`src/verilog/mfsg_pkg.sv`:
```
// Shared constants and types for the media and x87 state and fault gate.
package mfsg_pkg;
    localparam int VEC_REG_WIDTH = 128;
    localparam int FP_REG_WIDTH = 80;
    localparam int PACKED_WIDTH = 64;
    localparam int FP_WORD_WIDTH = 16;
    localparam int OPC_WIDTH = 11;
    localparam int PTR_WIDTH = 64;
    localparam int VCS_WIDTH = 32;
    localparam int ADDR_WIDTH = 4;
    // Register offsets on the software port.
    localparam logic [3:0] OFS_CTRL = 4'h0;
    localparam logic [3:0] OFS_FAULT_STATUS = 4'h1;
    localparam logic [3:0] OFS_FAULT_MASK = 4'h2;
    localparam logic [3:0] OFS_FP_CONTROL = 4'h3;
    localparam logic [3:0] OFS_FP_STATUS = 4'h4;
    localparam logic [3:0] OFS_FP_TAG = 4'h5;
    localparam logic [3:0] OFS_LAST_OPCODE = 4'h6;
    localparam logic [3:0] OFS_LAST_IP_LO = 4'h7;
    localparam logic [3:0] OFS_LAST_IP_HI = 4'h8;
    localparam logic [3:0] OFS_LAST_DP_LO = 4'h9;
    localparam logic [3:0] OFS_LAST_DP_HI = 4'hA;
    localparam logic [3:0] OFS_VEC_CS = 4'hB;
    // Control register bit positions.
    localparam int CTRL_SAVE_OK = 0;
    localparam int CTRL_HANDLER_OK = 1;
    localparam int CTRL_SIMULATE = 2;
    localparam int CTRL_MONITOR = 3;
    localparam int CTRL_TASK_SW = 4;
    localparam int CTRL_LONG_MODE = 5;
    localparam int CTRL_BITS = 6;
    // Fault status bit positions.
    localparam int FLT_INVALID = 0;
    localparam int FLT_UNAVAIL = 1;
    localparam int FLT_VECTOR_FP = 2;
    localparam int FLT_PENDING_FP = 3;
    localparam int FLT_BITS = 4;
    // Status word fields.
    localparam int FSW_ERR_SUMMARY = 7;
    localparam int FSW_TOP_LO = 11;
    localparam int FSW_TOP_HI = 13;
    // Reset values and the legacy vector register count.
    localparam logic [15:0] FCW_RESET = 16'h037F;
    localparam logic [15:0] FTW_RESET = 16'hFFFF;
    localparam logic [31:0] VCS_RESET = 32'h00001F80;
    localparam logic [5:0] CTRL_RESET = 6'h00;
    localparam int LEGACY_VEC_REGS = 8;
    typedef enum logic [2:0]
    {
        MFSG_CLS_NONE,
        MFSG_CLS_WIDE_VEC,
        MFSG_CLS_PACKED,
        MFSG_CLS_FP,
        MFSG_CLS_FP_CTRL,
        MFSG_CLS_WAIT
    } mfsg_class_e;
    typedef enum logic [2:0]
    {
        MFSG_RES_EXEC,
        MFSG_RES_INVALID,
        MFSG_RES_UNAVAIL,
        MFSG_RES_VECTOR_FP,
        MFSG_RES_PENDING_FP
    } mfsg_result_e;
endpackage : mfsg_pkg

```
`src/verilog/mfsg_gate.sv`:
```
// Fault gate and architectural state for vector, packed-integer and x87 instructions.
`timescale 1ns/1ps
module mfsg_gate
#(
    parameter int PTR_W = mfsg_pkg::PTR_WIDTH
)
(
    // Clock and reset.
    input wire logic mclk,
    input wire logic reset,
    // Software register port.
    input wire logic [3:0] reg_addr,
    input wire logic [31:0] reg_wdata,
    input wire logic reg_wr,
    input wire logic reg_rd,
    output logic [31:0] reg_rdata,
    // Instruction issue.
    input wire logic issue_valid,
    input wire mfsg_pkg::mfsg_class_e issue_class,
    input wire logic [7:0] issue_opc_first,
    input wire logic [7:0] issue_opc_second,
    input wire logic [PTR_W-1:0] issue_ip,
    input wire logic [1:0] issue_ptr_size,
    input wire logic issue_mem,
    input wire logic [PTR_W-1:0] issue_data_addr,
    input wire logic issue_vec_exc,
    input wire logic issue_vec_exc_masked,
    input wire logic issue_fp_unmasked_exc,
    // Register file access for execution.
    input wire logic vec_wr,
    input wire logic [3:0] vec_idx,
    input wire logic [127:0] vec_wdata,
    output logic [127:0] vec_rdata,
    input wire logic fp_wr,
    input wire logic fp_packed,
    input wire logic [2:0] fp_idx,
    input wire logic [79:0] fp_wdata,
    output logic [79:0] fp_rdata,
    // Issue outcome.
    output mfsg_pkg::mfsg_result_e result,
    output logic result_valid,
    output logic irq
);
    logic [5:0] ctrl_ff;
    logic [3:0] flt_status_ff;
    logic [3:0] flt_mask_ff;
    logic [15:0] fcw_ff;
    logic [15:0] fsw_ff;
    logic [15:0] ftw_ff;
    logic [10:0] last_fp_opcode_latch_ff;
    logic [PTR_W-1:0] last_ip_ff;
    logic [PTR_W-1:0] last_dp_ff;
    logic [31:0] vcs_ff;
    logic [127:0] vec_mem [16];
    logic [79:0] fp_mem [8];
    logic [31:0] nxt_rdata;
    mfsg_pkg::mfsg_result_e nxt_result;
    logic [3:0] flt_set;

    if (PTR_W < 32 || PTR_W > 64)
    begin : g_ptr_check
        $error("PTR_W must lie between 32 and 64.");
    end

    function automatic logic [PTR_W-1:0] size_ptr(input logic [PTR_W-1:0] p,
                                                    input logic [1:0] sz);
        logic [PTR_W-1:0] m;
        m = '1;
        if (sz == 2'h0)
            m = PTR_W'({32{1'b1}});
        else if (sz == 2'h1)
            m = PTR_W'({48{1'b1}});
        return p & m;
    endfunction : size_ptr

    wire logic save_ok = ctrl_ff[mfsg_pkg::CTRL_SAVE_OK];
    wire logic handler_ok = ctrl_ff[mfsg_pkg::CTRL_HANDLER_OK];
    wire logic simulate = ctrl_ff[mfsg_pkg::CTRL_SIMULATE];
    wire logic monitor = ctrl_ff[mfsg_pkg::CTRL_MONITOR];
    wire logic task_sw = ctrl_ff[mfsg_pkg::CTRL_TASK_SW];
    wire logic long_mode = ctrl_ff[mfsg_pkg::CTRL_LONG_MODE];
    wire logic is_vec = issue_class == mfsg_pkg::MFSG_CLS_WIDE_VEC;
    wire logic is_packed = issue_class == mfsg_pkg::MFSG_CLS_PACKED;
    wire logic is_fp = issue_class == mfsg_pkg::MFSG_CLS_FP;
    wire logic is_fp_ctrl = issue_class == mfsg_pkg::MFSG_CLS_FP_CTRL;
    wire logic is_any = is_vec | is_packed | is_fp | is_fp_ctrl
                        | (issue_class == mfsg_pkg::MFSG_CLS_WAIT);
    wire logic err_summary = fsw_ff[mfsg_pkg::FSW_ERR_SUMMARY];
    wire logic lazy_trap = !simulate && monitor && task_sw;
    wire logic vec_blocked = is_vec && (!save_ok || simulate);
    wire logic vec_idx_ok = long_mode || (vec_idx < 4'(mfsg_pkg::LEGACY_VEC_REGS));
    wire logic executes = issue_valid && nxt_result == mfsg_pkg::MFSG_RES_EXEC;
    wire logic fp_record = executes && is_fp;
    wire logic [2:0] top = fsw_ff[mfsg_pkg::FSW_TOP_HI:mfsg_pkg::FSW_TOP_LO];
    wire logic wr_hit_status = reg_wr && reg_addr == mfsg_pkg::OFS_FAULT_STATUS;
    wire logic [63:0] last_ip_wide = 64'(last_ip_ff);
    wire logic [63:0] last_dp_wide = 64'(last_dp_ff);

    always_comb
    begin
        nxt_result = mfsg_pkg::MFSG_RES_EXEC;
        if (is_any && lazy_trap)
            nxt_result = mfsg_pkg::MFSG_RES_UNAVAIL;
        else if (vec_blocked)
            nxt_result = mfsg_pkg::MFSG_RES_INVALID;
        else if (is_vec && issue_vec_exc && !issue_vec_exc_masked)
            nxt_result = handler_ok ? mfsg_pkg::MFSG_RES_VECTOR_FP
                                    : mfsg_pkg::MFSG_RES_INVALID;
        else if (is_packed && err_summary)
            nxt_result = mfsg_pkg::MFSG_RES_PENDING_FP;
    end

    assign flt_set[mfsg_pkg::FLT_INVALID] = issue_valid
        && nxt_result == mfsg_pkg::MFSG_RES_INVALID;
    assign flt_set[mfsg_pkg::FLT_UNAVAIL] = issue_valid
        && nxt_result == mfsg_pkg::MFSG_RES_UNAVAIL;
    assign flt_set[mfsg_pkg::FLT_VECTOR_FP] = issue_valid
        && nxt_result == mfsg_pkg::MFSG_RES_VECTOR_FP;
    assign flt_set[mfsg_pkg::FLT_PENDING_FP] = issue_valid
        && nxt_result == mfsg_pkg::MFSG_RES_PENDING_FP;
    assign irq = |(flt_status_ff & flt_mask_ff);
    assign vec_rdata = vec_mem[vec_idx_ok ? vec_idx : 4'h0];
    assign fp_rdata = fp_packed ? {16'h0000, fp_mem[fp_idx][63:0]} : fp_mem[fp_idx];

    always_comb
    begin
        nxt_rdata = 32'h00000000;
        unique case (reg_addr)
            mfsg_pkg::OFS_CTRL: nxt_rdata = {26'h0, ctrl_ff};
            mfsg_pkg::OFS_FAULT_STATUS: nxt_rdata = {28'h0, flt_status_ff};
            mfsg_pkg::OFS_FAULT_MASK: nxt_rdata = {28'h0, flt_mask_ff};
            mfsg_pkg::OFS_FP_CONTROL: nxt_rdata = {16'h0, fcw_ff};
            mfsg_pkg::OFS_FP_STATUS: nxt_rdata = {16'h0, fsw_ff};
            mfsg_pkg::OFS_FP_TAG: nxt_rdata = {16'h0, ftw_ff};
            mfsg_pkg::OFS_LAST_OPCODE: nxt_rdata = {21'h0, last_fp_opcode_latch_ff};
            mfsg_pkg::OFS_LAST_IP_LO: nxt_rdata = last_ip_ff[31:0];
            mfsg_pkg::OFS_LAST_IP_HI: nxt_rdata = last_ip_wide[63:32];
            mfsg_pkg::OFS_LAST_DP_LO: nxt_rdata = last_dp_ff[31:0];
            mfsg_pkg::OFS_LAST_DP_HI: nxt_rdata = last_dp_wide[63:32];
            mfsg_pkg::OFS_VEC_CS: nxt_rdata = vcs_ff;
            default: nxt_rdata = 32'h00000000;
        endcase
    end

    always_ff @(posedge mclk)
    begin
        if (reset)
            reg_rdata <= 32'h00000000;
        else
            reg_rdata <= reg_rd ? nxt_rdata : 32'h00000000;
    end

    always_ff @(posedge mclk)
    begin
        if (reset)
        begin
            result <= mfsg_pkg::MFSG_RES_EXEC;
            result_valid <= 1'b0;
        end
        else
        begin
            result <= nxt_result;
            result_valid <= issue_valid && is_any;
        end
    end

    always_ff @(posedge mclk)
    begin
        if (reset)
        begin
            ctrl_ff <= mfsg_pkg::CTRL_RESET;
            flt_mask_ff <= 4'h0;
            vcs_ff <= mfsg_pkg::VCS_RESET;
            fcw_ff <= mfsg_pkg::FCW_RESET;
        end
        else if (reg_wr)
        begin
            if (reg_addr == mfsg_pkg::OFS_CTRL)
                ctrl_ff <= reg_wdata[5:0];
            if (reg_addr == mfsg_pkg::OFS_FAULT_MASK)
                flt_mask_ff <= reg_wdata[3:0];
            if (reg_addr == mfsg_pkg::OFS_VEC_CS)
                vcs_ff <= reg_wdata;
            if (reg_addr == mfsg_pkg::OFS_FP_CONTROL)
                fcw_ff <= reg_wdata[15:0];
        end
    end

    always_ff @(posedge mclk)
    begin
        if (reset)
            flt_status_ff <= 4'h0;
        else
            flt_status_ff <= (flt_status_ff & ~(wr_hit_status ? reg_wdata[3:0] : 4'h0))
                             | flt_set;
    end

    // Status word: software writes it; packed execution resets the stack head only.
    always_ff @(posedge mclk)
    begin
        if (reset)
            fsw_ff <= 16'h0000;
        else if (reg_wr && reg_addr == mfsg_pkg::OFS_FP_STATUS)
            fsw_ff <= reg_wdata[15:0];
        else if (executes && is_packed)
            fsw_ff[mfsg_pkg::FSW_TOP_HI:mfsg_pkg::FSW_TOP_LO] <= 3'h0;
        else if (executes && is_fp && issue_fp_unmasked_exc)
            fsw_ff[mfsg_pkg::FSW_ERR_SUMMARY] <= 1'b1;
    end

    // Tag word: packed execution marks all valid; x87 writes mark the slot valid.
    always_ff @(posedge mclk)
    begin
        if (reset)
            ftw_ff <= mfsg_pkg::FTW_RESET;
        else if (executes && is_packed)
            ftw_ff <= 16'h0000;
        else if (fp_wr && !fp_packed)
            ftw_ff[{fp_idx - top, 1'b0} +: 2] <= 2'h0;
    end

    always_ff @(posedge mclk)
    begin
        if (reset)
        begin
            last_fp_opcode_latch_ff <= 11'h000;
            last_ip_ff <= '0;
            last_dp_ff <= '0;
        end
        else if (fp_record)
        begin
            last_fp_opcode_latch_ff <= {issue_opc_first[2:0], issue_opc_second};
            last_ip_ff <= size_ptr(issue_ip, issue_ptr_size);
            if (issue_mem)
                last_dp_ff <= size_ptr(issue_data_addr, issue_ptr_size);
        end
    end

    always_ff @(posedge mclk)
    begin
        if (vec_wr && vec_idx_ok)
            vec_mem[vec_idx] <= vec_wdata;
    end

    // Packed writes land in the low 64 bits; the exponent field becomes all ones.
    always_ff @(posedge mclk)
    begin
        if (fp_wr)
            fp_mem[fp_idx] <= fp_packed ? {16'hFFFF, fp_wdata[63:0]} : fp_wdata;
    end

    a_vec_save_gate: assert property (@(posedge mclk) disable iff (reset)
        issue_valid && is_vec && !save_ok && !lazy_trap
        |=> result == mfsg_pkg::MFSG_RES_INVALID && result_valid)
        else $error("Vector run without save enable.");
    a_vec_simulate: assert property (@(posedge mclk) disable iff (reset)
        issue_valid && is_vec && simulate |=> result == mfsg_pkg::MFSG_RES_INVALID)
        else $error("Vector run with simulate flag.");
    a_lazy_trap: assert property (@(posedge mclk) disable iff (reset)
        issue_valid && is_any && lazy_trap |=> result == mfsg_pkg::MFSG_RES_UNAVAIL
        ##0 flt_status_ff[mfsg_pkg::FLT_UNAVAIL])
        else $error("Missing unavailable fault.");
    a_vec_fault_route: assert property (@(posedge mclk) disable iff (reset)
        issue_valid && is_vec && !vec_blocked && !lazy_trap && issue_vec_exc
        && !issue_vec_exc_masked |=> result == (handler_ok ? mfsg_pkg::MFSG_RES_VECTOR_FP
        : mfsg_pkg::MFSG_RES_INVALID))
        else $error("Vector fault routed wrong.");
    a_masked_default: assert property (@(posedge mclk) disable iff (reset)
        issue_valid && is_vec && save_ok && !simulate && !lazy_trap && issue_vec_exc_masked
        |=> result == mfsg_pkg::MFSG_RES_EXEC)
        else $error("Masked vector exception trapped.");
    a_pending_fp: assert property (@(posedge mclk) disable iff (reset)
        issue_valid && is_packed && err_summary && !lazy_trap
        |=> result == mfsg_pkg::MFSG_RES_PENDING_FP)
        else $error("Pending x87 fault missed.");
    a_packed_tag: assert property (@(posedge mclk) disable iff (reset)
        executes && is_packed && !fp_wr && !(reg_wr && reg_addr == mfsg_pkg::OFS_FP_STATUS)
        |=> ftw_ff == 16'h0000 && $stable(fsw_ff[7]))
        else $error("Packed tag update wrong.");
    a_opcode_latch: assert property (@(posedge mclk) disable iff (reset)
        fp_record |=> last_fp_opcode_latch_ff == {$past(issue_opc_first[2:0]),
        $past(issue_opc_second)})
        else $error("Opcode latch wrong.");
    a_ctrl_keeps: assert property (@(posedge mclk) disable iff (reset)
        issue_valid && is_fp_ctrl |=> $stable(last_fp_opcode_latch_ff) && $stable(last_ip_ff))
        else $error("Control instruction changed pointers.");
    a_irq_level: assert property (@(posedge mclk) disable iff (reset)
        (|(flt_set & flt_mask_ff)) && !(reg_wr && reg_addr == mfsg_pkg::OFS_FAULT_MASK)
        |=> irq)
        else $error("Interrupt level wrong.");
    c_lazy: cover property (@(posedge mclk) disable iff (reset) issue_valid && lazy_trap);
    c_vec_fault: cover property (@(posedge mclk) disable iff (reset)
        flt_set[mfsg_pkg::FLT_VECTOR_FP]);
    c_pending: cover property (@(posedge mclk) disable iff (reset)
        flt_set[mfsg_pkg::FLT_PENDING_FP]);
    c_record: cover property (@(posedge mclk) disable iff (reset) fp_record && issue_mem);
endmodule : mfsg_gate

```
`config.mk`:
```
export PLATFORM = sky130hd
export DESIGN_NAME = mfsg_gate
export DESIGN_NICKNAME = d
export VERILOG_FILES = /design/src/verilog/mfsg_pkg.sv /design/src/verilog/mfsg_gate.sv
export SDC_FILE = /design/constraint.sdc
export NUM_CORES = 2
export LEC_CHECK = 0
export BUFFER_PORTS_ARGS = -buffer_cell sky130_fd_sc_hd__buf_2
export CORE_MARGIN = 1
export CORE_UTILIZATION = 60
export DETAILED_ROUTE_END_ITERATION = 10
export PLACE_DENSITY = 0.88
export SYNTH_ARGS = -nofsm -noshare
export SYNTH_HDL_FRONTEND = slang
export SYNTH_SLANG_ARGS = --single-unit
```
`constraint.sdc`:
```
create_clock -name mclk -period 25 [get_ports mclk]
set_input_delay 6.25 -clock mclk [delete_from_list [all_inputs] [get_ports mclk]]
set_output_delay 6.25 -clock mclk [all_outputs]
set_load 0.02 [all_outputs]
```
==> results by group <==
Logic synthesis
  • Synth Net Count: just over 8000
  • Cell count after synthesis: 7686
  • Post-synth EDFFs: around 2700
  • Post-synth ARST share: 0%
  • Netlist cell types: 73
  • Top_reg_cell synth: edfxtp_1
  • Synth Register Bits: slightly below 3000
  • Yosys warns: 0
  • Sequential fraction of the synthesis area: approximately 75%
  • Mapped Area: roughly 110000 sq um
  • Average cell area after synthesis: 14.96 sq um

Worst setup path
  • Reg2reg start: ctrl_ff[5]$_SDFFE_PP0P_
  • CP endpoint kind: output pin
  • R2R depth: 7
  • FF-to-FF setup slack: between 15 and 20 ns
  • Critical Path Sink: vec_rdata[3]
  • Most used cell along the critical path: buf_4
  • Slowest stage delay, CP: around 1 ns
  • CP arrival: 10.95 ns
  • R2r endpoint: vec_mem[13][36]$_DFFE_PP_
  • Critical path class: input port to output pin
  • CP max-delay cell: buf_4
  • Critical Path Start Type: input port
  • Ordered list of cells on the worst path: buf_2 -> buf_4 -> nand2b_4 -> nand2_8 -> buf_4 -> buf_4 -> o22ai_1 -> o221ai_1 -> o31a_1 -> buf_2
  • Worst EP required: 18.75 ns
  • CP max FO: 95
  • Crit path from: vec_idx[3]

Final layout
  • Area delta synth->final: 12.85%
  • Share of cells above drive strength 1: 20.14%
  • Number of standard cells in the final layout excluding fillers: 11015
  • Final-layout fill cell count: between 10000 and 15000
  • Nets: approximately 8600
  • Fin area: about 130000 sq um

Clock tree
  • Clk sinks: 2949
  • Hold Buf Count CTS: 0
  • CTS Root Cell: clkbuf_16
  • CTS H-tree lvls: 5
  • CTS Buffer Depth: 4
  • Total CTS buffers: 302
  • Postcts setup bufs: 0
  • Clk Latency, worst-skew pair: 0.93 ns
  • Clock slew at reported path FFs: about 0.050 ns
  • CTS tree: built
  • PostCTS Resize Cnt: 0

Power and ir drop
  • Psw: ~0.0023 W
  • PwrDens: 80.42 nW/um^2
  • Net Sw Frac: between 20 and 25%
  • Max IR drop VDD: about 0.00007 V
  • Clock Power Share: 41.0%
  • Sequential share of power: between 50% and 60%
  • Combinational share of power: 6.4%
  • Leakage: 43.62 nW
  • Internal power: slightly above 0.008 W
  • Total power: around 0.010 W

Placement
  • HPWL after DPL: 166.4 mm
  • Port-buffer cells: approximately 650
  • Inst Count DP: roughly 10000
  • Global placer's final weighted congestion: just over 0.9
  • Cell Area, Placed: 120400 sq um

Floorplan
  • Io pins: ~660
  • # rows: 160
  • Die area: roughly 190000 sq um
  • Placeable Area: 190200 sq um
  • Initial core utilization: approximately three fifths
  • Die Width: approximately 440 um
  • Die Ht: 439.7 um

STA
  • Fin. Hold Viols: 0
  • Final period utilization: between 60 and 70%
  • Final Max Tran Viols: 0
  • Clk_skew: about 0.052 ns
  • Rel. slew slack: 12.31%
  • Fin crit period: approximately 17 ns
  • Hold WS: about 0.45 ns
  • Maximum clock rate: about 58 MHz
  • RSZ-0062 raised after global routing: false
  • Final setup TNS: 0 ns
  • Final number of setup-violating endpoints: 0
  • Worst-margin pin slew: about 1.3 ns

Routing
  • Post-route ant nets: 0
  • Routed WL: between 300 and 400 mm
  • Number of vias per cell: between 6 and 7
  • Starting DRT DRC Count: between 10000 and 15000
  • DRC viols: 0
  • DR pass1 iterations: 8
  • DR vias: ~75000
  • Wire per inst: 29.48 um

Outcome
  • Status: completed

Flow run
  • MaxCap Viol Count: 0

GRT
  • Total global routing overflow: 0
  • Number of global-route vias before repair: around 74000
  • First-pass GRT wire length: roughly 460 mm
  • Tot GR Track Use: approximately a third
  • Initial antenna violation count: 96
  • Largest net degree at the start of global routing: 151

Hold path
  • Hold crit path type: flip-flop to flip-flop
power by group through the flow:
stage / registers (W) / clock network (W) / logic [W]
after global placement: 0.00558 / 0 / 0.000612
after CTS: 0.00549 / 0.00428 / 0.000649
after detailed placement: 0.00559 / 0 / 0.000636
after floorplan: 0.00560 / 0 / 0.000366
after global routing: 0.00549 / 0.00447 / 0.000692
final: 0.00549 / 0.00428 / 0.000665
flip-flops by register name (all words and copies together) (netlist names):
| register | count |
|---|---|
| last_ip_ff | 64 |
| vec_mem | 2048 |
| flt_status_ff | 4 |
| flt_mask_ff | 4 |
| fp_mem | 640 |
| result | 3 |
| fsw_ff | 16 |
| last_dp_ff | 64 |
| reg_rdata | 32 |
| last_fp_opcode_latch_ff | 11 |
| fcw_ff | 16 |
| result_valid | 1 |
| vcs_ff | 32 |
| ctrl_ff | 6 |
| ftw_ff | 8 |
kinds of logic (layout without fill, tap and decap cells):
family          after synthesis  in the layout  synth area share, %
flops                      2949           2949                74.75
compound gates             1995           1995                10.49
simple gates               1379           1379                5.184
mux                         787            787                7.366
buf+inv                     570           1320                2.140
fa+ha+maj                     4              4              0.05007
xor+xnor                      2              2              0.01524
other cells                   0             68                    0
cell type report:
class,instances,area (sq um),share of cell area [%]
Antenna cell,68,170.2,0.1312
Clock buffer,370,8065,6.217
Clock inverter,142,1130,0.8709
Inverter,23,88.84,0.06847
Multi-Input combinational cell,4167,26860,20.71
Sequential cell,2949,85940,66.24
Tap cell,2511,3142,2.422
Timing Repair Buffer,785,4335,3.342
synthesized netlist by cell type, drive strengths merged, types with 51 or more instances:
cell	count	area share (%)
a211oi	51	0.36
a21oi	812	3.5
a22oi	118	0.77
buf	236	1.0
clkbuf	311	1.0
dfxtp	261	4.5
edfxtp	2688	70
mux2	412	4.0
mux2i	369	3.2
nand2	740	2.4
nand3	198	0.86
nor2	246	0.81
o21ai	446	1.9
o221ai	59	0.45
o22a	54	0.41
o22ai	204	1.1
per-stage QoR:
step | worst slack, ns | util (%)
floorplan | 4.867 | -
global placement | 8.203 | 63.29
detailed placement | 8.025 | 63.29
CTS | 8.032 | 68.13
global route | 7.727 | 68.19
finish | 7.802 | 68.22
critical path: cells and delay by family:
family,cells,cell delay [ns]
and+or+nand+nor,2,1.14
AOI/OAI and AO/OA,3,0.94
buffers and inverters,5,2.51
cell usage in the layout, fill, tap and decap left out, drive strengths merged, types with 11 or more instances in the layout:
cell type / netlist / layout
o31a: 39 / 39
a211oi: 51 / 51
a22o: 17 / 17
o22ai: 204 / 204
nor3: 29 / 29
and3: 19 / 19
o211ai: 15 / 15
o21ai: 446 / 446
o22a: 54 / 54
o221ai: 59 / 59
a311oi: 11 / 11
a21boi: 12 / 12
diode: 0 / 68
a31oi: 12 / 12
or2: 18 / 18
a221oi: 43 / 43
o2111ai: 12 / 12
clkinvlp: 0 / 11
clkinv: 2 / 105
nand4: 21 / 21
a222oi: 27 / 27
clkbuf: 311 / 370
nor2b: 49 / 49
dfxtp: 261 / 261
o311ai: 26 / 26
inv: 21 / 32
edfxtp: 2688 / 2688
nor2: 246 / 246
nand3: 198 / 198
a22oi: 118 / 118
buf: 236 / 785
nand2b: 12 / 12
mux2i: 369 / 369
a21oi: 812 / 812
or4: 12 / 12
bufinv: 0 / 17
nand3b: 14 / 14
mux2: 412 / 412
nand2: 740 / 740
worst min-delay path by stage:
stage,start,to,slack (ns),cells after the start
global placement,last_ip_ff[55]$_SDFFE_PP0N_,last_ip_ff[55]$_SDFFE_PP0N_,0.44,2
finish,last_ip_ff[56]$_SDFFE_PP0N_,last_ip_ff[56]$_SDFFE_PP0N_,0.45,2
CTS,last_ip_ff[63]$_SDFFE_PP0N_,last_ip_ff[63]$_SDFFE_PP0N_,0.45,2
global route,last_dp_ff[5]$_SDFFE_PP0P_,last_dp_ff[5]$_SDFFE_PP0P_,0.47,2
floorplan,last_ip_ff[63]$_SDFFE_PP0N_,last_ip_ff[63]$_SDFFE_PP0N_,0.43,2
detailed placement,last_ip_ff[63]$_SDFFE_PP0N_,last_ip_ff[63]$_SDFFE_PP0N_,0.45,2
layer usage:
metal	up-vias	GRT usage (%)	routed length, um
met4	66	20.19	20330
met2	6556	51.72	154800
met5	-	0	419
li1	30890	-	-
met1	36705	40.28	108500
met3	1278	7.573	40770
Power figures use the tool's default switching activity.
